### config.mk
export PLATFORM = sky130hd
export DESIGN_NAME = memctl
export DESIGN_NICKNAME = d
export VERILOG_FILES = /design/src/hdl/memctl.v
export VERILOG_INCLUDE_DIRS = /design/src /design/src/hdl
export SDC_FILE = /design/constraint.sdc
export NUM_CORES = 1
export LEC_CHECK = 0
export BUFFER_PORTS_ARGS = -buffer_cell sky130_fd_sc_hd__buf_2
export CORE_UTILIZATION = 56
export CTS_BUF_LIST = sky130_fd_sc_hd__clkbuf_2
export DETAILED_ROUTE_END_ITERATION = 10
export GPL_TIMING_DRIVEN = 0
export PLACE_DENSITY = 0.84
export SLEW_MARGIN = 20
export SYNTH_ARGS = -nofsm -noshare
export SYNTH_HDL_FRONTEND = slang
export SYNTH_SLANG_ARGS = --single-unit
### constraint.sdc
create_clock -name CLOCK -period 2.3 [get_ports CLOCK]
set_clock_uncertainty 0.05 [all_clocks]
set_input_delay 0.23 -clock CLOCK [delete_from_list [all_inputs] [get_ports CLOCK]]
set_output_delay 0.23 -clock CLOCK [all_outputs]
set_load 0.03 [all_outputs]
### src/hdl/memctl_consts.vh
// Constants for the memory controller front end: offsets, fields, codes.
// Functional notes
// Exception vectors occupy lowest 32 bytes of area 0; reset vector at zero.
// Area 1 decodes flash, area 2 SRAM, area 3 ROM, one megabyte each.
// From reset until remap, flash is aliased into area 0 for boot.
// After remap, SRAM is aliased into area 0 instead of flash.
// Aliased memory answers at both its own base and address zero.
// Writing one to the remap bit switches the area 0 alias to SRAM.
// Each such write toggles the mapping; a second restores the flash alias.
// Abort on accesses above area 3 and on misaligned addresses.
// The abort indication goes to every bus master at once.
// Only the processor acts on abort, and only for its own access.
// The full 32-bit address of an aborted access is captured.
// Aborted access attributes, including size, are recorded in abort status.
// Flash mode holds ready, lock-error, program-error interrupt enables at 0,2,3.
// Skip-erase bit 7 clear erases page before program; set skips erase.
// Wait field gives read cycles 1+value; write cycles 2,3,4,4.
// Flash interrupt is high while an enabled flash event is pending.
`ifndef MEMCTL_CONSTS_VH
`define MEMCTL_CONSTS_VH

// Register byte offsets.
`define OFS_REMAP_CTRL 8'h00
`define OFS_ABORT_STATUS 8'h04
`define OFS_ABORT_ADDR 8'h08
`define OFS_IRQ_STATUS 8'h10
`define OFS_IRQ_MASK 8'h14
`define OFS_FLASH_MODE0 8'h60
`define OFS_FLASH_MODE1 8'h70

// Remap control field.
`define REMAP_BIT 0

// Flash mode fields.
`define FM_READY_EN 0
`define FM_LOCK_EN 2
`define FM_PROG_EN 3
`define FM_SKIP_ERASE 7
`define FM_WAIT_LSB 8
`define FM_WAIT_MSB 9
`define FM_WRITABLE 32'h00FF038D
`define FM_RESET 32'h00000000
`define FM_EVENT_MASK 4'hD

// Reset values of the registered flash setting outputs.
`define ERASE_RESET 2'h3
`define RD_CYCLES_RESET 6'h09
`define WR_CYCLES_RESET 6'h12

// Interrupt status layout: bank 0 events, bank 1 events, abort.
`define IRQ_BANK1_LSB 4
`define IRQ_ABORT 8
`define IRQ_WIDTH 9

// Abort status fields.
`define AS_SIZE_LSB 0
`define AS_SIZE_MSB 1
`define AS_WRITE 2
`define AS_MASTER_LSB 4
`define AS_MASTER_MSB 5
`define AS_UNDEF 8
`define AS_MISALIGN 9

// Access sizes.
`define SIZE_BYTE 2'h0
`define SIZE_HALF 2'h1
`define SIZE_WORD 2'h2

// Internal memory areas and selects.
`define AREA_ZERO 2'h0
`define AREA_FLASH 2'h1
`define AREA_SRAM 2'h2
`define AREA_ROM 2'h3
`define SEL_NONE 3'h0
`define SEL_FLASH 3'h1
`define SEL_SRAM 3'h2
`define SEL_ROM 3'h4
`define VECTOR_BYTES 32

`endif

### src/hdl/memctl.v
// Memory controller front end: area decode, remap, abort and flash mode.
//
// The implementer's own choice: register access over Wishbone.
`timescale 1ns/100ps
`include "memctl_consts.vh"

module memctl #(
    parameter WAIT_W = 2,
    parameter FMCN_W = 8
) (
    // Clock and synchronous reset.
    input wire CLOCK,
    input wire SRST,
    // Wishbone register slave.
    input wire WB_CYC_I,
    input wire WB_STB_I,
    input wire WB_WE_I,
    input wire [7:0] WB_ADR_I,
    input wire [3:0] WB_SEL_I,
    input wire [31:0] WB_DAT_I,
    output reg [31:0] WB_DAT_O,
    output reg WB_ACK_O,
    // Bus master access request.
    input wire MST_REQ,
    input wire [31:0] MST_ADDR,
    input wire [1:0] MST_SIZE,
    input wire MST_WRITE,
    input wire [1:0] MST_ID,
    // Decoded access towards the memories.
    output reg MEM_VALID,
    output reg [2:0] MEM_SEL,
    output reg [19:0] MEM_OFFSET,
    output reg MEM_WRITE,
    output reg [1:0] MEM_SIZE,
    output reg ABORT,
    output reg REMAPPED,
    // Flash controller events and settings, two banks.
    input wire [1:0] FLASH_READY_EV,
    input wire [1:0] LOCK_ERR_EV,
    input wire [1:0] PROG_ERR_EV,
    output reg [1:0] ERASE_BEFORE_PROG,
    output reg [5:0] FLASH_RD_CYCLES,
    output reg [5:0] FLASH_WR_CYCLES,
    output wire FLASH_IRQ,
    // Summary interrupt.
    output wire IRQ
);

    reg ack_reg;
    reg remap_reg;
    reg remap_next;
    reg [31:0] abort_addr_reg;
    reg [31:0] abort_status_reg;
    reg [`IRQ_WIDTH-1:0] irq_status_reg;
    reg [`IRQ_WIDTH-1:0] irq_status_next;
    reg [`IRQ_WIDTH-1:0] irq_mask_reg;
    reg [31:0] flash_mode_reg0;
    reg [31:0] flash_mode_reg1;
    reg [31:0] rd_data;
    reg [31:0] wmask;
    reg [`IRQ_WIDTH-1:0] irq_clear;
    reg [`IRQ_WIDTH-1:0] irq_set;
    reg undef_hit;
    reg misalign_hit;
    reg [2:0] sel_next;
    wire wr_take;
    wire [1:0] area;
    wire [3:0] ev0;
    wire [3:0] ev1;

    // Read cycles are one plus the wait field.
    function [2:0] rd_cycles;
        input [WAIT_W-1:0] ws;
        begin
            rd_cycles = 3'h1 + {1'b0, ws};
        end
    endfunction

    // Write cycles saturate at four: 2, 3, 4, 4.
    function [2:0] wr_cycles;
        input [WAIT_W-1:0] ws;
        begin
            case (ws)
                2'h0: wr_cycles = 3'h2;
                2'h1: wr_cycles = 3'h3;
                default: wr_cycles = 3'h4;
            endcase
        end
    endfunction

    // Misalignment depends only on size and the low address bits.
    function misaligned;
        input [1:0] size;
        input [1:0] a;
        begin
            case (size)
                `SIZE_BYTE: misaligned = 1'b0;
                `SIZE_HALF: misaligned = a[0];
                default: misaligned = (a != 2'h0);
            endcase
        end
    endfunction

    // A write is taken at the edge that raises the acknowledge.
    assign wr_take = WB_CYC_I & WB_STB_I & WB_WE_I & ~ack_reg;
    assign area = MST_ADDR[21:20];

    // Byte lane mask built from the selects.
    always @* begin
        wmask = {{8{WB_SEL_I[3]}}, {8{WB_SEL_I[2]}},
                 {8{WB_SEL_I[1]}}, {8{WB_SEL_I[0]}}};
    end

    // Remap toggles on each write of one to the remap bit.
    always @* begin
        remap_next = remap_reg;
        if (wr_take && WB_ADR_I == `OFS_REMAP_CTRL && WB_SEL_I[0] &&
            WB_DAT_I[`REMAP_BIT]) begin
            remap_next = ~remap_reg;
        end
    end

    // Abort causes: above area 3, or misaligned for the size.
    always @* begin
        undef_hit = (MST_ADDR[31:22] != 10'h000);
        misalign_hit = misaligned(MST_SIZE, MST_ADDR[1:0]);
    end

    // Area decode; area 0 follows the remap state so that the vector
    // table at address zero, reset vector included, comes from the
    // aliased memory, which also stays visible at its own base.
    always @* begin
        case (area)
            `AREA_ZERO: sel_next = remap_reg ? `SEL_SRAM : `SEL_FLASH;
            `AREA_FLASH: sel_next = `SEL_FLASH;
            `AREA_SRAM: sel_next = `SEL_SRAM;
            `AREA_ROM: sel_next = `SEL_ROM;
            default: sel_next = `SEL_NONE;
        endcase
    end

    // Flash events of each bank laid out as in the flash mode register.
    assign ev0 = {PROG_ERR_EV[0], LOCK_ERR_EV[0], 1'b0, FLASH_READY_EV[0]};
    assign ev1 = {PROG_ERR_EV[1], LOCK_ERR_EV[1], 1'b0, FLASH_READY_EV[1]};

    // Sticky status: a new event wins over a clear in the same cycle.
    always @* begin
        irq_set = {MST_REQ & (undef_hit | misalign_hit), ev1, ev0};
        irq_clear = {`IRQ_WIDTH{1'b0}};
        if (wr_take && WB_ADR_I == `OFS_IRQ_STATUS) begin
            irq_clear = WB_DAT_I[`IRQ_WIDTH-1:0] & wmask[`IRQ_WIDTH-1:0];
        end
        irq_status_next = (irq_status_reg & ~irq_clear) | irq_set;
    end

    // Read multiplexer; unmapped offsets read as zero.
    always @* begin
        case (WB_ADR_I)
            `OFS_REMAP_CTRL: rd_data = {31'h00000000, remap_reg};
            `OFS_ABORT_STATUS: rd_data = abort_status_reg;
            `OFS_ABORT_ADDR: rd_data = abort_addr_reg;
            `OFS_IRQ_STATUS: rd_data = {23'h000000, irq_status_reg};
            `OFS_IRQ_MASK: rd_data = {23'h000000, irq_mask_reg};
            `OFS_FLASH_MODE0: rd_data = flash_mode_reg0;
            `OFS_FLASH_MODE1: rd_data = flash_mode_reg1;
            default: rd_data = 32'h00000000;
        endcase
    end

    // Wishbone slave: one wait-free answer per request, then ack drops.
    always @(posedge CLOCK) begin
        if (SRST) begin
            ack_reg <= 1'b0;
            WB_ACK_O <= 1'b0;
            WB_DAT_O <= 32'h00000000;
        end else begin
            ack_reg <= WB_CYC_I & WB_STB_I & ~ack_reg;
            WB_ACK_O <= WB_CYC_I & WB_STB_I & ~ack_reg;
            if (WB_CYC_I & WB_STB_I & ~ack_reg) begin
                WB_DAT_O <= rd_data;
            end
        end
    end

    // Software registers: remap, mask, status and flash modes.
    always @(posedge CLOCK) begin
        if (SRST) begin
            remap_reg <= 1'b0;
            irq_mask_reg <= {`IRQ_WIDTH{1'b0}};
            irq_status_reg <= {`IRQ_WIDTH{1'b0}};
            flash_mode_reg0 <= `FM_RESET;
            flash_mode_reg1 <= `FM_RESET;
        end else begin
            remap_reg <= remap_next;
            irq_status_reg <= irq_status_next;
            if (wr_take && WB_ADR_I == `OFS_IRQ_MASK) begin
                irq_mask_reg <= (irq_mask_reg & ~wmask[`IRQ_WIDTH-1:0]) |
                    (WB_DAT_I[`IRQ_WIDTH-1:0] & wmask[`IRQ_WIDTH-1:0]);
            end
            if (wr_take && WB_ADR_I == `OFS_FLASH_MODE0) begin
                flash_mode_reg0 <= (flash_mode_reg0 & ~wmask) |
                    (WB_DAT_I & wmask & `FM_WRITABLE);
            end
            if (wr_take && WB_ADR_I == `OFS_FLASH_MODE1) begin
                flash_mode_reg1 <= (flash_mode_reg1 & ~wmask) |
                    (WB_DAT_I & wmask & `FM_WRITABLE);
            end
        end
    end

    // Abort capture keeps the latest faulting access for diagnosis.
    always @(posedge CLOCK) begin
        if (SRST) begin
            abort_addr_reg <= 32'h00000000;
            abort_status_reg <= 32'h00000000;
        end else if (MST_REQ && (undef_hit || misalign_hit)) begin
            abort_addr_reg <= MST_ADDR;
            abort_status_reg <= 32'h00000000;
            abort_status_reg[`AS_SIZE_MSB:`AS_SIZE_LSB] <= MST_SIZE;
            abort_status_reg[`AS_WRITE] <= MST_WRITE;
            abort_status_reg[`AS_MASTER_MSB:`AS_MASTER_LSB] <= MST_ID;
            abort_status_reg[`AS_UNDEF] <= undef_hit;
            abort_status_reg[`AS_MISALIGN] <= misalign_hit;
        end
    end

    // Access path: the abort is one shared line, so every master sees
    // it; masters other than the processor simply ignore it.
    always @(posedge CLOCK) begin
        if (SRST) begin
            MEM_VALID <= 1'b0;
            MEM_SEL <= `SEL_NONE;
            MEM_OFFSET <= 20'h00000;
            MEM_WRITE <= 1'b0;
            MEM_SIZE <= `SIZE_BYTE;
            ABORT <= 1'b0;
        end else begin
            ABORT <= MST_REQ & (undef_hit | misalign_hit);
            MEM_VALID <= MST_REQ & ~undef_hit & ~misalign_hit;
            MEM_SEL <= (MST_REQ & ~undef_hit & ~misalign_hit) ?
                sel_next : `SEL_NONE;
            MEM_OFFSET <= MST_ADDR[19:0];
            MEM_WRITE <= MST_WRITE;
            MEM_SIZE <= MST_SIZE;
        end
    end

    // Flash settings are driven from registers to keep outputs clean.
    always @(posedge CLOCK) begin
        if (SRST) begin
            REMAPPED <= 1'b0;
            ERASE_BEFORE_PROG <= `ERASE_RESET;
            FLASH_RD_CYCLES <= `RD_CYCLES_RESET;
            FLASH_WR_CYCLES <= `WR_CYCLES_RESET;
        end else begin
            REMAPPED <= remap_reg;
            ERASE_BEFORE_PROG <= {~flash_mode_reg1[`FM_SKIP_ERASE],
                ~flash_mode_reg0[`FM_SKIP_ERASE]};
            FLASH_RD_CYCLES <= {
                rd_cycles(flash_mode_reg1[`FM_WAIT_MSB:`FM_WAIT_LSB]),
                rd_cycles(flash_mode_reg0[`FM_WAIT_MSB:`FM_WAIT_LSB])};
            FLASH_WR_CYCLES <= {
                wr_cycles(flash_mode_reg1[`FM_WAIT_MSB:`FM_WAIT_LSB]),
                wr_cycles(flash_mode_reg0[`FM_WAIT_MSB:`FM_WAIT_LSB])};
        end
    end

    // Flash interrupt ignores the general mask; only the mode enables
    // gate it, so flash handlers work without touching the mask.
    assign FLASH_IRQ =
        |(irq_status_reg[3:0] & flash_mode_reg0[3:0] & `FM_EVENT_MASK) |
        |(irq_status_reg[7:4] & flash_mode_reg1[3:0] & `FM_EVENT_MASK);

    // Summary interrupt: any unmasked sticky status bit.
    assign IRQ = |(irq_status_reg & irq_mask_reg);

endmodule // memctl

==> impl_summary.txt, run 1 <==
----------------------------------------------------
[Run status]
  Status ... finished, final reports clean

[Global routing]
  Global routing usage on met3 ... 0.06589
  GR met1 Demand/Resource ... 0.3686
  Initial antenna violation count ... 0
  Via count of the first global-routing pass ... 6,883
  Congestion Overflow GR ... 0
  Maximum number of pins on one net before global-route repair ... 17
  GR Layer Usage met2 ... 0.5202
  Layer with the highest usage after global routing ... met2
  Global-route wire length before repair ... 33.53 mm
  Total routing resource utilization after global routing ... 0.3087

[STA]
  Min Hold Slack ... 35.67 ps
  Total count of max-transition violations in the final report ... 0
  Final critical-path required period ... 2261 ps
  Worst-Margin Slew ... 664.3 ps
  Finish-stage setup viols ... 0
  Minimum setup slack in the final design ... 38.58 ps
  Setup TNS ... 0 ps
  Hold violation count in the final report ... 0
  Final cycle utilization of the critical path ... 0.9832
  Tightest slew margin relative to the limit ... 0.5571
  Top achievable clock speed ... 442.2 MHz

[Place]
  Number of port buffers ... 154
  HPWL after DPL ... 14.43 mm
  Final weighted congestion in routability-driven placement ... 0.9185
  Total instance count after detailed placement ... 1,152
  Post-Place Setup Slack ... 244.0 ps

[Critical path]
  Endpoint of the most critical register-to-register path ... WB_DAT_O[12]
  Peak fanout along the critical path ... 4
  Reg2reg setup slack ... 130 ps
  Reg-to-reg startpoint ... ack_reg
  Endpoint type of the worst setup path ... register
  Crit start category ... input port
  Data required, critical path ... 3000 ps
  R2R cell count ... 7
  Type of the worst setup path ... input port to register
  Arrival time at the worst endpoint ... 2960 ps

[Final layout]
  Commonest cells after routing, fill and taps aside ... dfxtp_1 (195), buf_2 (166), nand2_1 (128)
  Proportion of layout cells with a drive suffix above 1 ... 0.2098
  Final Util ... 0.7264
  P&R area growth vs syn ... 27.10%
  Final cell count without fillers ... 1,263
  Most common library cell in the layout ignoring fill and taps ... dfxtp_1
  Ant diodes ... 0
  Number of fillers in the final layout ... 987
  Final nets ... 1,176

[Clock tree]
  H-Tree Depth ... 4
  Number of sinks driven by the clock tree ... 198
  Register clock-pin slew on the reported worst setup and hold paths ... 250 ps
  Clk_lat worst skew ... 780 ps
  Root cell of the clock tree ... clkbuf_2
  Number of buffers on the longest clock path ... 2
  Clock tree from TritonCTS ... built
  Number of buffers created by CTS ... 17

[Floorplanning]
  Row Count ... 42
  Width of the die ... 118.0 microns
  Top-Level Pins ... 171
  Core region area ... 13,190 sq um
  Die Ht ... 118.0 microns
  Initial Util ... 0.5715
  Die Area ... 13,930 sq um

[Synth]
  Cell variety after synth ... 48
  Post-synthesis instance area ... 7538 sq um
  Count of flip-flops with a built-in enable after synthesis ... 0
  Post-Synthesis Mean Instance Area ... 9.171 sq um
  Post-synthesis register bit count ... 198
  Fraction of the yosys area taken by sequential cells ... 0.5258
  Synthesized Nets ... 921
  Share of flip-flops with an asynchronous set or reset ... 0
  Number of warnings printed during yosys synthesis ... 0
  Primary FF master, synth ... dfxtp_1
  Synthesized instance count ... 822

[Detailed routing]
  Post-Route WL ... 21.04 mm
  Mean number of vias per cell ... 5.501
  Initial detailed-routing violation count ... 750
  Number of vias after detailed routing ... 6,948
  First-pass iteration count of the detailed router ... 6
  Post-DR wirelength/cell ... 16.66 microns
  DR DRC count ... 0
  Detail Route Antenna Nets ... 0

[Worst hold path]
  WHS Endpoint ... remap_reg
  Launch point of the worst hold path ... WB_SEL_I[0]
  Cells on Worst Hold Path ... 5
  Hold Path Class ... input port to register

[Job]
  Max-cap check violation count ... 0

[Pwr]
  Highest ir drop seen on vdd ... 0.0005176 V
  Leakage ... 4.051 nW
  Areal power density over the cells ... 596.5 nW/um^2

----------------------------------------------------
-- repair_timing --
action                     CTS  global route
buffers inserted             0             1
gates resized for setup      1             8
hold buffers                81             1
gates cloned                 0             0
pin swaps                    0             1
setup endpoints to repair    1            33
hold endpoints to repair   140             3
-- area by class of cell --
type	count	area [sq um]	area share
tap	176	220.2	0.02298
timing repair buffer	237	1605	0.1675
inverter	13	48.80	0.005093
buffer	48	239.0	0.02494
multi-input combinational	562	3293	0.3437
clock buffer	19	95.09	0.009924
sequential	198	3970	0.4143
clock inverter	10	110.1	0.01149
-- per-layer routing --
metal	vias up	wire (microns)
met5	-	0
met4	0	859
met3	72	1562
met2	350	10200
met1	3220	8421
li1	3306	-
-- cell families after synthesis --
kind of cell | Yosys count | share of synthesized area
AO/OA/AOI/OAI | 164 | 0.1258
XOR/XNOR | 1 | 0.001162
adder cells (fa/ha/maj) | 6 | 0.009958
buffers and inverters | 62 | 0.03867
flip-flops | 198 | 0.5258
multiplexers | 64 | 0.08664
AND/OR/NAND/NOR | 327 | 0.2120
-- worst max path at each step --
stage / start / endpoint / depth (start not counted)
after floorplan: WB_ADR_I[3] / register / 8
final: MST_ADDR[0] / MEM_SEL[1] / 8
after CTS: MST_ADDR[0] / abort_addr_reg[6] / 10
after detailed placement: MST_ADDR[22] / abort_addr_reg[31] / 8
after global routing: irq_status_reg[3] / IRQ / 4
after global placement: MST_ADDR[22] / abort_addr_reg[31] / 8
-- power breakdown --
part	internal, mW	switching (mW)	leakage [nW]
registers	3.51	0.0401	1.61
clock network	0.480	1.12	0.127
logic	0.243	0.325	2.31
-- synth_stat cells, types with 2 or more instances --
master,number,area (sq um)
a221oi_1,3,26.28
ha_1,6,75.07
a222oi_1,2,20.02
inv_1,13,48.80
a311oi_1,7,61.31
o22ai_1,5,31.28
and3_1,6,37.54
nand2b_1,7,43.79
nand3b_1,3,22.52
a22oi_1,9,67.56
nor4_1,2,12.51
nand4_1,3,18.77
buf_4,3,22.52
or3_1,3,18.77
clkbuf_1,28,105.1
buf_6,4,45.04
nor3_1,8,40.04
nor2_1,72,270.3
nor3_4,3,48.80
a22o_1,4,35.03
nand2_1,128,480.5
nor2b_1,34,212.7
and3b_1,2,17.52
nor2_2,2,12.51
a21oi_1,78,390.4
mux2_2,10,112.6
a32oi_1,3,26.28
a31oi_1,6,37.54
o21ai_0,40,200.2
and2_1,39,244.0
buf_2,13,65.06
mux2i_1,54,540.5
a32o_1,3,30.03
dfxtp_1,198,3964
o21ai_1,3,15.01
nand3_1,6,30.03
-- worst max-delay path: stages --
cell	delay, ps
dlygate4sd3_1	540
buf_2	160
nand2_1	60
dlygate4sd3_1	540
nand2_1	100
or4b_4	540
nor3_1	200
dlygate4sd3_1	570
-- per-stage QoR --
stage | cell area, sq um | total power [mW]
2_1_floorplan | 7538 | 3.853
3_3_place_gp | 8529 | 4.051
3_5_place_dp | 8529 | 4.059
4_1_cts | 9552 | 5.698
5_1_grt | 9582 | 5.928
6_report | 9582 | 5.716
Power figures use the tool's default switching activity.
==> run 2, diff against run 1 <==
- RECOVER_POWER: unset -> 100
==> impl_summary.txt, run 2 (synthesis gave the netlist of run 1 again) <==
----------------------------------------------------
[Floorplanning]
  Die Area ... 13,930 sq um (unchanged)
  Initial Util ... 0.5715 (unchanged)
  Width of the die ... 118.0 microns (unchanged)
  Row Count ... 42 (unchanged)
  Die Ht ... 118.0 microns (unchanged)
  Top-Level Pins ... 171 (unchanged)
  Core region area ... 13,190 sq um (unchanged)

[Clock tree]
  Clock tree from TritonCTS ... built (unchanged)
  Register clock-pin slew on the reported worst setup and hold paths ... 250 ps (about the same)
  Number of buffers on the longest clock path ... 2 (unchanged)
  Clk_lat worst skew ... 770 ps (was 780 ps)
  Number of buffers created by CTS ... 17 (unchanged)
  H-Tree Depth ... 4 (unchanged)
  Root cell of the clock tree ... clkbuf_2 (unchanged)
  Number of sinks driven by the clock tree ... 198 (unchanged)

[STA]
  Total count of max-transition violations in the final report ... 0 (unchanged)
  Final critical-path required period ... 2268 ps (was 2261 ps)
  Final cycle utilization of the critical path ... 0.9861 (was 0.9832)
  Min Hold Slack ... 49.07 ps (was 35.67 ps)
  Unrepaired setup endpoints after global routing ... no
  Hold violation count in the final report ... 0 (unchanged)
  Setup TNS ... 0 ps (unchanged)
  Top achievable clock speed ... 440.9 MHz (was 442.2 MHz)
  Finish-stage setup viols ... 0 (unchanged)
  Worst-Margin Slew ... 653.5 ps (was 664.3 ps)
  Tightest slew margin relative to the limit ... 0.5643 (was 0.5571)

[Critical path]
  Endpoint type of the worst setup path ... register (unchanged)
  Crit start category ... input port (unchanged)
  Type of the worst setup path ... input port to register (unchanged)
  Arrival time at the worst endpoint ... 2950 ps (was 2960 ps)
  Peak fanout along the critical path ... 4 (unchanged)
  Data required, critical path ... 2990 ps (was 3000 ps)

[Global routing]
  Initial antenna violation count ... 0 (unchanged)
  Congestion Overflow GR ... 0 (unchanged)
  Via count of the first global-routing pass ... 6,883 (unchanged)
  Global-route wire length before repair ... 33.53 mm (unchanged)
  Maximum number of pins on one net before global-route repair ... 17 (unchanged)
  Total routing resource utilization after global routing ... 0.3087 (unchanged)

[Pwr]
  Highest ir drop seen on vdd ... 0.0005192 V (was 0.0005176 V)
  Leakage ... 4.045 nW (was 4.051 nW)
  Areal power density over the cells ... 596.9 nW/um^2 (was 596.5 nW/um^2)

[Final layout]
  Most common library cell in the layout ignoring fill and taps ... dfxtp_1 (unchanged)
  Proportion of layout cells with a drive suffix above 1 ... 0.2088 (was 0.2098)
  Commonest cells after routing, fill and taps aside ... dfxtp_1 (195), buf_2 (163), nand2_1 (128) (was dfxtp_1 (195), buf_2 (166), nand2_1 (128))
  Ant diodes ... 0 (unchanged)
  Final nets ... 1,176 (unchanged)
  P&R area growth vs syn ... 27.05% (was 27.10%)

[Detailed routing]
  DR DRC count ... 0 (unchanged)
  Mean number of vias per cell ... 5.525 (was 5.501)
  Post-Route WL ... 21.10 mm (was 21.04 mm)
  Initial detailed-routing violation count ... 680 (was 750)
  Detail Route Antenna Nets ... 0 (unchanged)
  First-pass iteration count of the detailed router ... 6 (unchanged)
  Post-DR wirelength/cell ... 16.70 microns (was 16.66 microns)
  Number of vias after detailed routing ... 6,978 (was 6,948)

[Worst hold path]
  Hold Path Class ... input port to register (unchanged)

[Place]
  HPWL after DPL ... 14.43 mm (unchanged)
  Final weighted congestion in routability-driven placement ... 0.9185 (unchanged)
  Number of port buffers ... 154 (unchanged)

[Job]
  Max-cap check violation count ... 0 (unchanged)

[Run status]
  Status ... finished, final reports clean (unchanged)

----------------------------------------------------
==> run 2: cell count changes in the layout (fill, tap and decap cells not counted) <==
| cell | before | now |
|---|---|---|
| and2_1 | 39 | 37 |
| o21ai_1 | 3 | 1 |
| dfxtp_4 | 1 | 0 |
| and2_0 | 1 | 3 |
| clkbuf_1 | 27 | 28 |
| o21ai_0 | 40 | 42 |
| dfxtp_2 | 2 | 3 |
| buf_2 | 166 | 163 |
| clkbuf_2 | 20 | 22 |
==> run 2: cell type report <==
type                            instances  area [sq um]
Timing Repair Buffer                  237          1604
Sequential cell                       198          3968
Tap cell                              176         220.2
Fill cell                             989          3612
Multi-Input combinational cell        562          3293
Clock buffer                           19         95.09
Buffer                                 48         239.0
Clock inverter                         10         110.1
Inverter                               13         48.80
==> run 2: critical path, stage by stage <==
cell           delay [ps]
dlygate4sd3_1         540
buf_2                 160
nand2_1                60
dlygate4sd3_1         540
nand2_1               100
or4b_4                530
nor3_1                200
dlygate4sd3_1         570
==> run 2: final timing paths <==
path              slack (ps)                    to  cells after the start         from
setup / recovery          30            MEM_SEL[1]                      8  MST_ADDR[0]
hold / removal            50             remap_reg                      5  WB_SEL_I[0]
setup reg to reg          90          WB_DAT_O[12]                      7      ack_reg
hold reg to reg          410  ERASE_BEFORE_PROG[0]                      1     register
==> run 2: metrics by stage <==
step	cell area [sq um]	utilization	worst slack [ps]	instances	total power, mW
6_report	9578	0.7261	31.89	1263	5.717
5_1_grt	9578	0.7261	2.135	1263	5.928
4_1_cts	9552	0.7242	62.00	1262	5.698
3_5_place_dp	8529	0.6467	244.0	1152	4.059
3_3_place_gp	8529	0.6467	258.5	1152	4.051
2_1_floorplan	7538	-	593.9	822	3.853
==> run 2: report_power, final <==
group / switching (mW) / total, mW / internal, mW / leakage (nW)
registers: 0.0405 / 3.55 / 3.51 / 1.61
logic: 0.326 / 0.569 / 0.243 / 2.31
clock network: 1.12 / 1.60 / 0.480 / 0.127
total: 1.48 / 5.72 / 4.23 / 4.05
==> run 2: per-layer routing <==
| metal | routed length (microns) | vias to the layer above | share of wire | GRT usage |
|---|---|---|---|---|
| li1 | - | 3305 | - | - |
| met1 | 8480 | 3262 | 0.40 | 0.3686 |
| met2 | 10260 | 341 | 0.49 | 0.5202 |
| met3 | 1514 | 70 | 0.072 | 0.06589 |
| met4 | 840 | 0 | 0.040 | 0.1619 |
| met5 | 0 | - | 0 | 0 |
==> run 2: what timing repair did <==
item / CTS / global route
gates resized for setup: 1 / 8
hold endpoints to repair: 140 / 3
hold buffers: 81 / 1
pin swaps: 0 / 1
endpoints found under the setup margin: 1 / 33
buffers inserted: 0 / 1
==> run 3, diff against run 2 <==
- CORE_MARGIN: unset -> 2
==> impl_summary.txt, run 3 (synthesis gave the netlist of run 1 again) <==
----------------------------------------------------
[Run status]
  Status ... finished, final reports clean (unchanged)

[Clock tree]
  Clock tree from TritonCTS ... built (unchanged)
  H-Tree Depth ... 4 (unchanged)
  Post-CTS setup buffer count ... 0 (unchanged)
  Register clock-pin slew on the reported worst setup and hold paths ... 250 ps (about the same)
  Number of buffers created by CTS ... 17 (unchanged)
  Clk_lat worst skew ... 780 ps (was 770 ps)
  Number of sinks driven by the clock tree ... 198 (unchanged)
  Number of buffers on the longest clock path ... 2 (unchanged)
  Root cell of the clock tree ... clkbuf_2 (unchanged)

[STA]
  Tightest slew margin relative to the limit ... 0.5328 (was 0.5643)
  Total count of max-transition violations in the final report ... 0 (unchanged)
  Worst-Margin Slew ... 697.5 ps (was 653.5 ps)
  Hold violation count in the final report ... 0 (unchanged)
  Min Hold Slack ... 56.99 ps (was 49.07 ps)
  Unrepaired setup endpoints after global routing ... no (unchanged)
  Minimum setup slack in the final design ... 39.94 ps (was 31.89 ps)
  Top achievable clock speed ... 442.5 MHz (was 440.9 MHz)
  Setup TNS ... 0 ps (unchanged)
  Final cycle utilization of the critical path ... 0.9826 (was 0.9861)
  Finish-stage setup viols ... 0 (unchanged)
  Final critical-path required period ... 2260 ps (was 2268 ps)

[Critical path]
  Peak fanout along the critical path ... 8 (was 4)
  Endpoint type of the worst setup path ... register (unchanged)
  Kind of cell adding the most delay to the critical path ... buffers and inverters (unchanged)
  Standard cell with the maximum stage delay on the critical path ... dlygate4sd3_1 (unchanged)
  R2R cell count ... 6 (was 7)
  Cell chain of the critical path ... dlygate4sd3_1 -> clkbuf_1 -> or3_1 -> buf_6 -> nor3_4 -> and3_1 -> clkbuf_1 -> mux2i_1 -> nor2_1 (was dlygate4sd3_1 -> buf_2 -> nand2_1 -> dlygate4sd3_1 -> nand2_1 -> or4b_4 -> nor3_1 -> dlygate4sd3_1)
  Data required, critical path ... 2920 ps (was 2990 ps)
  Arrival time at the worst endpoint ... 2880 ps (was 2950 ps)
  Buf/Inv on CP ... 4 (unchanged)
  Delay contributed by the slowest stage of the critical path ... 550 ps (was 570 ps)
  Reg2reg setup slack ... 170 ps (was 90 ps)
  Type of the worst setup path ... input port to register (unchanged)
  Critical path's most frequent cell ... clkbuf_1 (was dlygate4sd3_1)
  Endpoint of the most critical register-to-register path ... irq_status_reg[7] (was WB_DAT_O[12])
  Reg-to-reg startpoint ... ack_reg (unchanged)
  Crit start category ... input port (unchanged)

[Floorplanning]
  Initial Util ... 0.5715 (unchanged)
  Width of the die ... 120.0 microns (was 118.0 microns)
  Core region area ... 13,190 sq um (unchanged)
  Row Count ... 42 (unchanged)
  Top-Level Pins ... 171 (unchanged)
  Die Ht ... 120.0 microns (was 118.0 microns)
  Die Area ... 14,410 sq um (was 13,930 sq um)

[Worst hold path]
  Launch point of the worst hold path ... WB_CYC_I (was WB_SEL_I[0])
  Cells on Worst Hold Path ... 4 (was 5)
  WHS Endpoint ... WB_DAT_O[1] (was remap_reg)
  Hold Path Class ... input port to register (unchanged)

[Pwr]
  Areal power density over the cells ... 619.3 nW/um^2 (was 596.9 nW/um^2)
  Share of total power in the clock network ... 0.300 (was 0.279)
  Sequential share of power ... 0.604 (was 0.621)
  Leakage ... 3.715 nW (was 4.045 nW)
  Highest ir drop seen on vdd ... 0.0004341 V (was 0.0005192 V)
  Power share of the combinational group ... 0.096 (was 0.099)
  Internal power ... 4.360 mW (was 4.234 mW)
  Switching power ... 1.527 mW (was 1.483 mW)
  Switching Fraction ... 0.2594 (about the same)

[Place]
  Total instance count after detailed placement ... 1,152 (unchanged)
  Post-Place Setup Slack ... 213.9 ps (was 244.0 ps)
  Number of port buffers ... 154 (unchanged)
  HPWL after DPL ... 14.82 mm (was 14.43 mm)
  Final weighted congestion in routability-driven placement ... 0.9055 (was 0.9185)
  Placement Cell Area ... 8529 sq um (unchanged)

[Final layout]
  P&R area growth vs syn ... 26.09% (was 27.05%)
  Number of fillers in the final layout ... 1,012 (was 989)
  Final instance area ... 9505 sq um (was 9578 sq um)
  Commonest cells after routing, fill and taps aside ... dfxtp_1 (197), nand2_1 (129), clkbuf_1 (111) (was dfxtp_1 (195), buf_2 (163), nand2_1 (128))
  Area of the multi-input gates ... 3291 sq um (was 3293 sq um)
  Flip-flop and latch area ... 3965 sq um (was 3968 sq um)
  Final cell count without fillers ... 1,268 (was 1,263)
  Most common library cell in the layout ignoring fill and taps ... dfxtp_1 (unchanged)
  Final nets ... 1,177 (was 1,176)
  Proportion of layout cells with a drive suffix above 1 ... 0.1302 (was 0.2088)

[Job]
  Max-cap check violation count ... 0 (unchanged)

[Global routing]
  Global-route wire length before repair ... 34.13 mm (was 33.53 mm)
  Maximum number of pins on one net before global-route repair ... 17 (unchanged)
  Total routing resource utilization after global routing ... 0.3039 (was 0.3087)
  Via count of the first global-routing pass ... 6,871 (was 6,883)
  Congestion Overflow GR ... 0 (unchanged)
  Initial antenna violation count ... 1 (was 0)

[Detailed routing]
  Mean number of vias per cell ... 5.450 (was 5.525)
  First-pass iteration count of the detailed router ... 5 (was 6)
  Number of vias after detailed routing ... 6,911 (was 6,978)
  Initial detailed-routing violation count ... 586 (was 680)
  Post-Route WL ... 22.09 mm (was 21.10 mm)
  Post-DR wirelength/cell ... 17.42 microns (was 16.70 microns)
  DR DRC count ... 0 (unchanged)
  Detail Route Antenna Nets ... 0 (unchanged)

----------------------------------------------------
==> run 3: cell count changes in the layout (fill, tap and decap cells not counted), sizes merged <==
cell / change
clkinvlp: -1
clkbuf: +83
dlygate4sd3: +1
clkinv: +1
diode: +1
bufinv: +1
inv: +2
buf: -83
==> run 3: metal layers <==
metal / share of wire / GRT usage
met1: 0.40 / 0.3636
met2: 0.50 / 0.5305
met3: 0.063 / 0.06084
met4: 0.031 / 0.1272
met5: 0 / 0
==> run 3: power by group through the flow <==
stage | logic (mW) | clock network, mW | registers, mW
5_1_grt | 0.607 | 1.90 | 3.56
6_report | 0.568 | 1.76 | 3.55
3_3_place_gp | 0.439 | 0 | 3.61
3_5_place_dp | 0.448 | 0 | 3.61
2_1_floorplan | 0.204 | 0 | 3.65
4_1_cts | 0.555 | 1.76 | 3.55
==> run 3: how the worst max path moves through the flow <==
stage	start	end	slack, ps	cells past startpoint
final	WB_ADR_I[1]	register	40	9
after detailed placement	MST_ADDR[22]	abort_addr_reg[12]	210	8
after global placement	MST_ADDR[22]	abort_addr_reg[11]	240	8
after global routing	ack_reg	WB_DAT_O[20]	20	7
after CTS	irq_status_reg[3]	IRQ	7	4
after floorplan	WB_ADR_I[3]	register	590	8
==> run 3: timing repair <==
item,in CTS,in global routing
setup endpoints to repair,0,3
hold endpoints to repair,139,0
gates resized for setup,0,4
hold buffers,83,0
==> run 3: worst reg2reg max path, cell delays in order (launching register included) <==
cell	delay (ps)
dfxtp_1	380
nor2b_1	180
and4_1	330
and3_1	170
buf_2	210
a311oi_1	120
dlygate4sd3_1	580
==> run 3: per-stage QoR <==
| stage | util | power, mW |
|---|---|---|
| 3_3_place_gp | 0.6467 | 4.050 |
| 5_1_grt | 0.7206 | 6.074 |
| 3_5_place_dp | 0.6467 | 4.062 |
| 6_report | 0.7206 | 5.887 |
| 2_1_floorplan | - | 3.853 |
| 4_1_cts | 0.7285 | 5.871 |
==> run 3: layout make-up <==
| type | count | area share |
|---|---|---|
| sequential | 198 | 0.4171 |
| clock inverter | 13 | 0.01619 |
| inverter | 13 | 0.005134 |
| timing repair buffer | 237 | 0.1581 |
| buffer | 49 | 0.02383 |
| tap | 176 | 0.02317 |
| antenna | 1 | 0.0002633 |
| multi-input combinational | 562 | 0.3462 |
| clock buffer | 19 | 0.01000 |
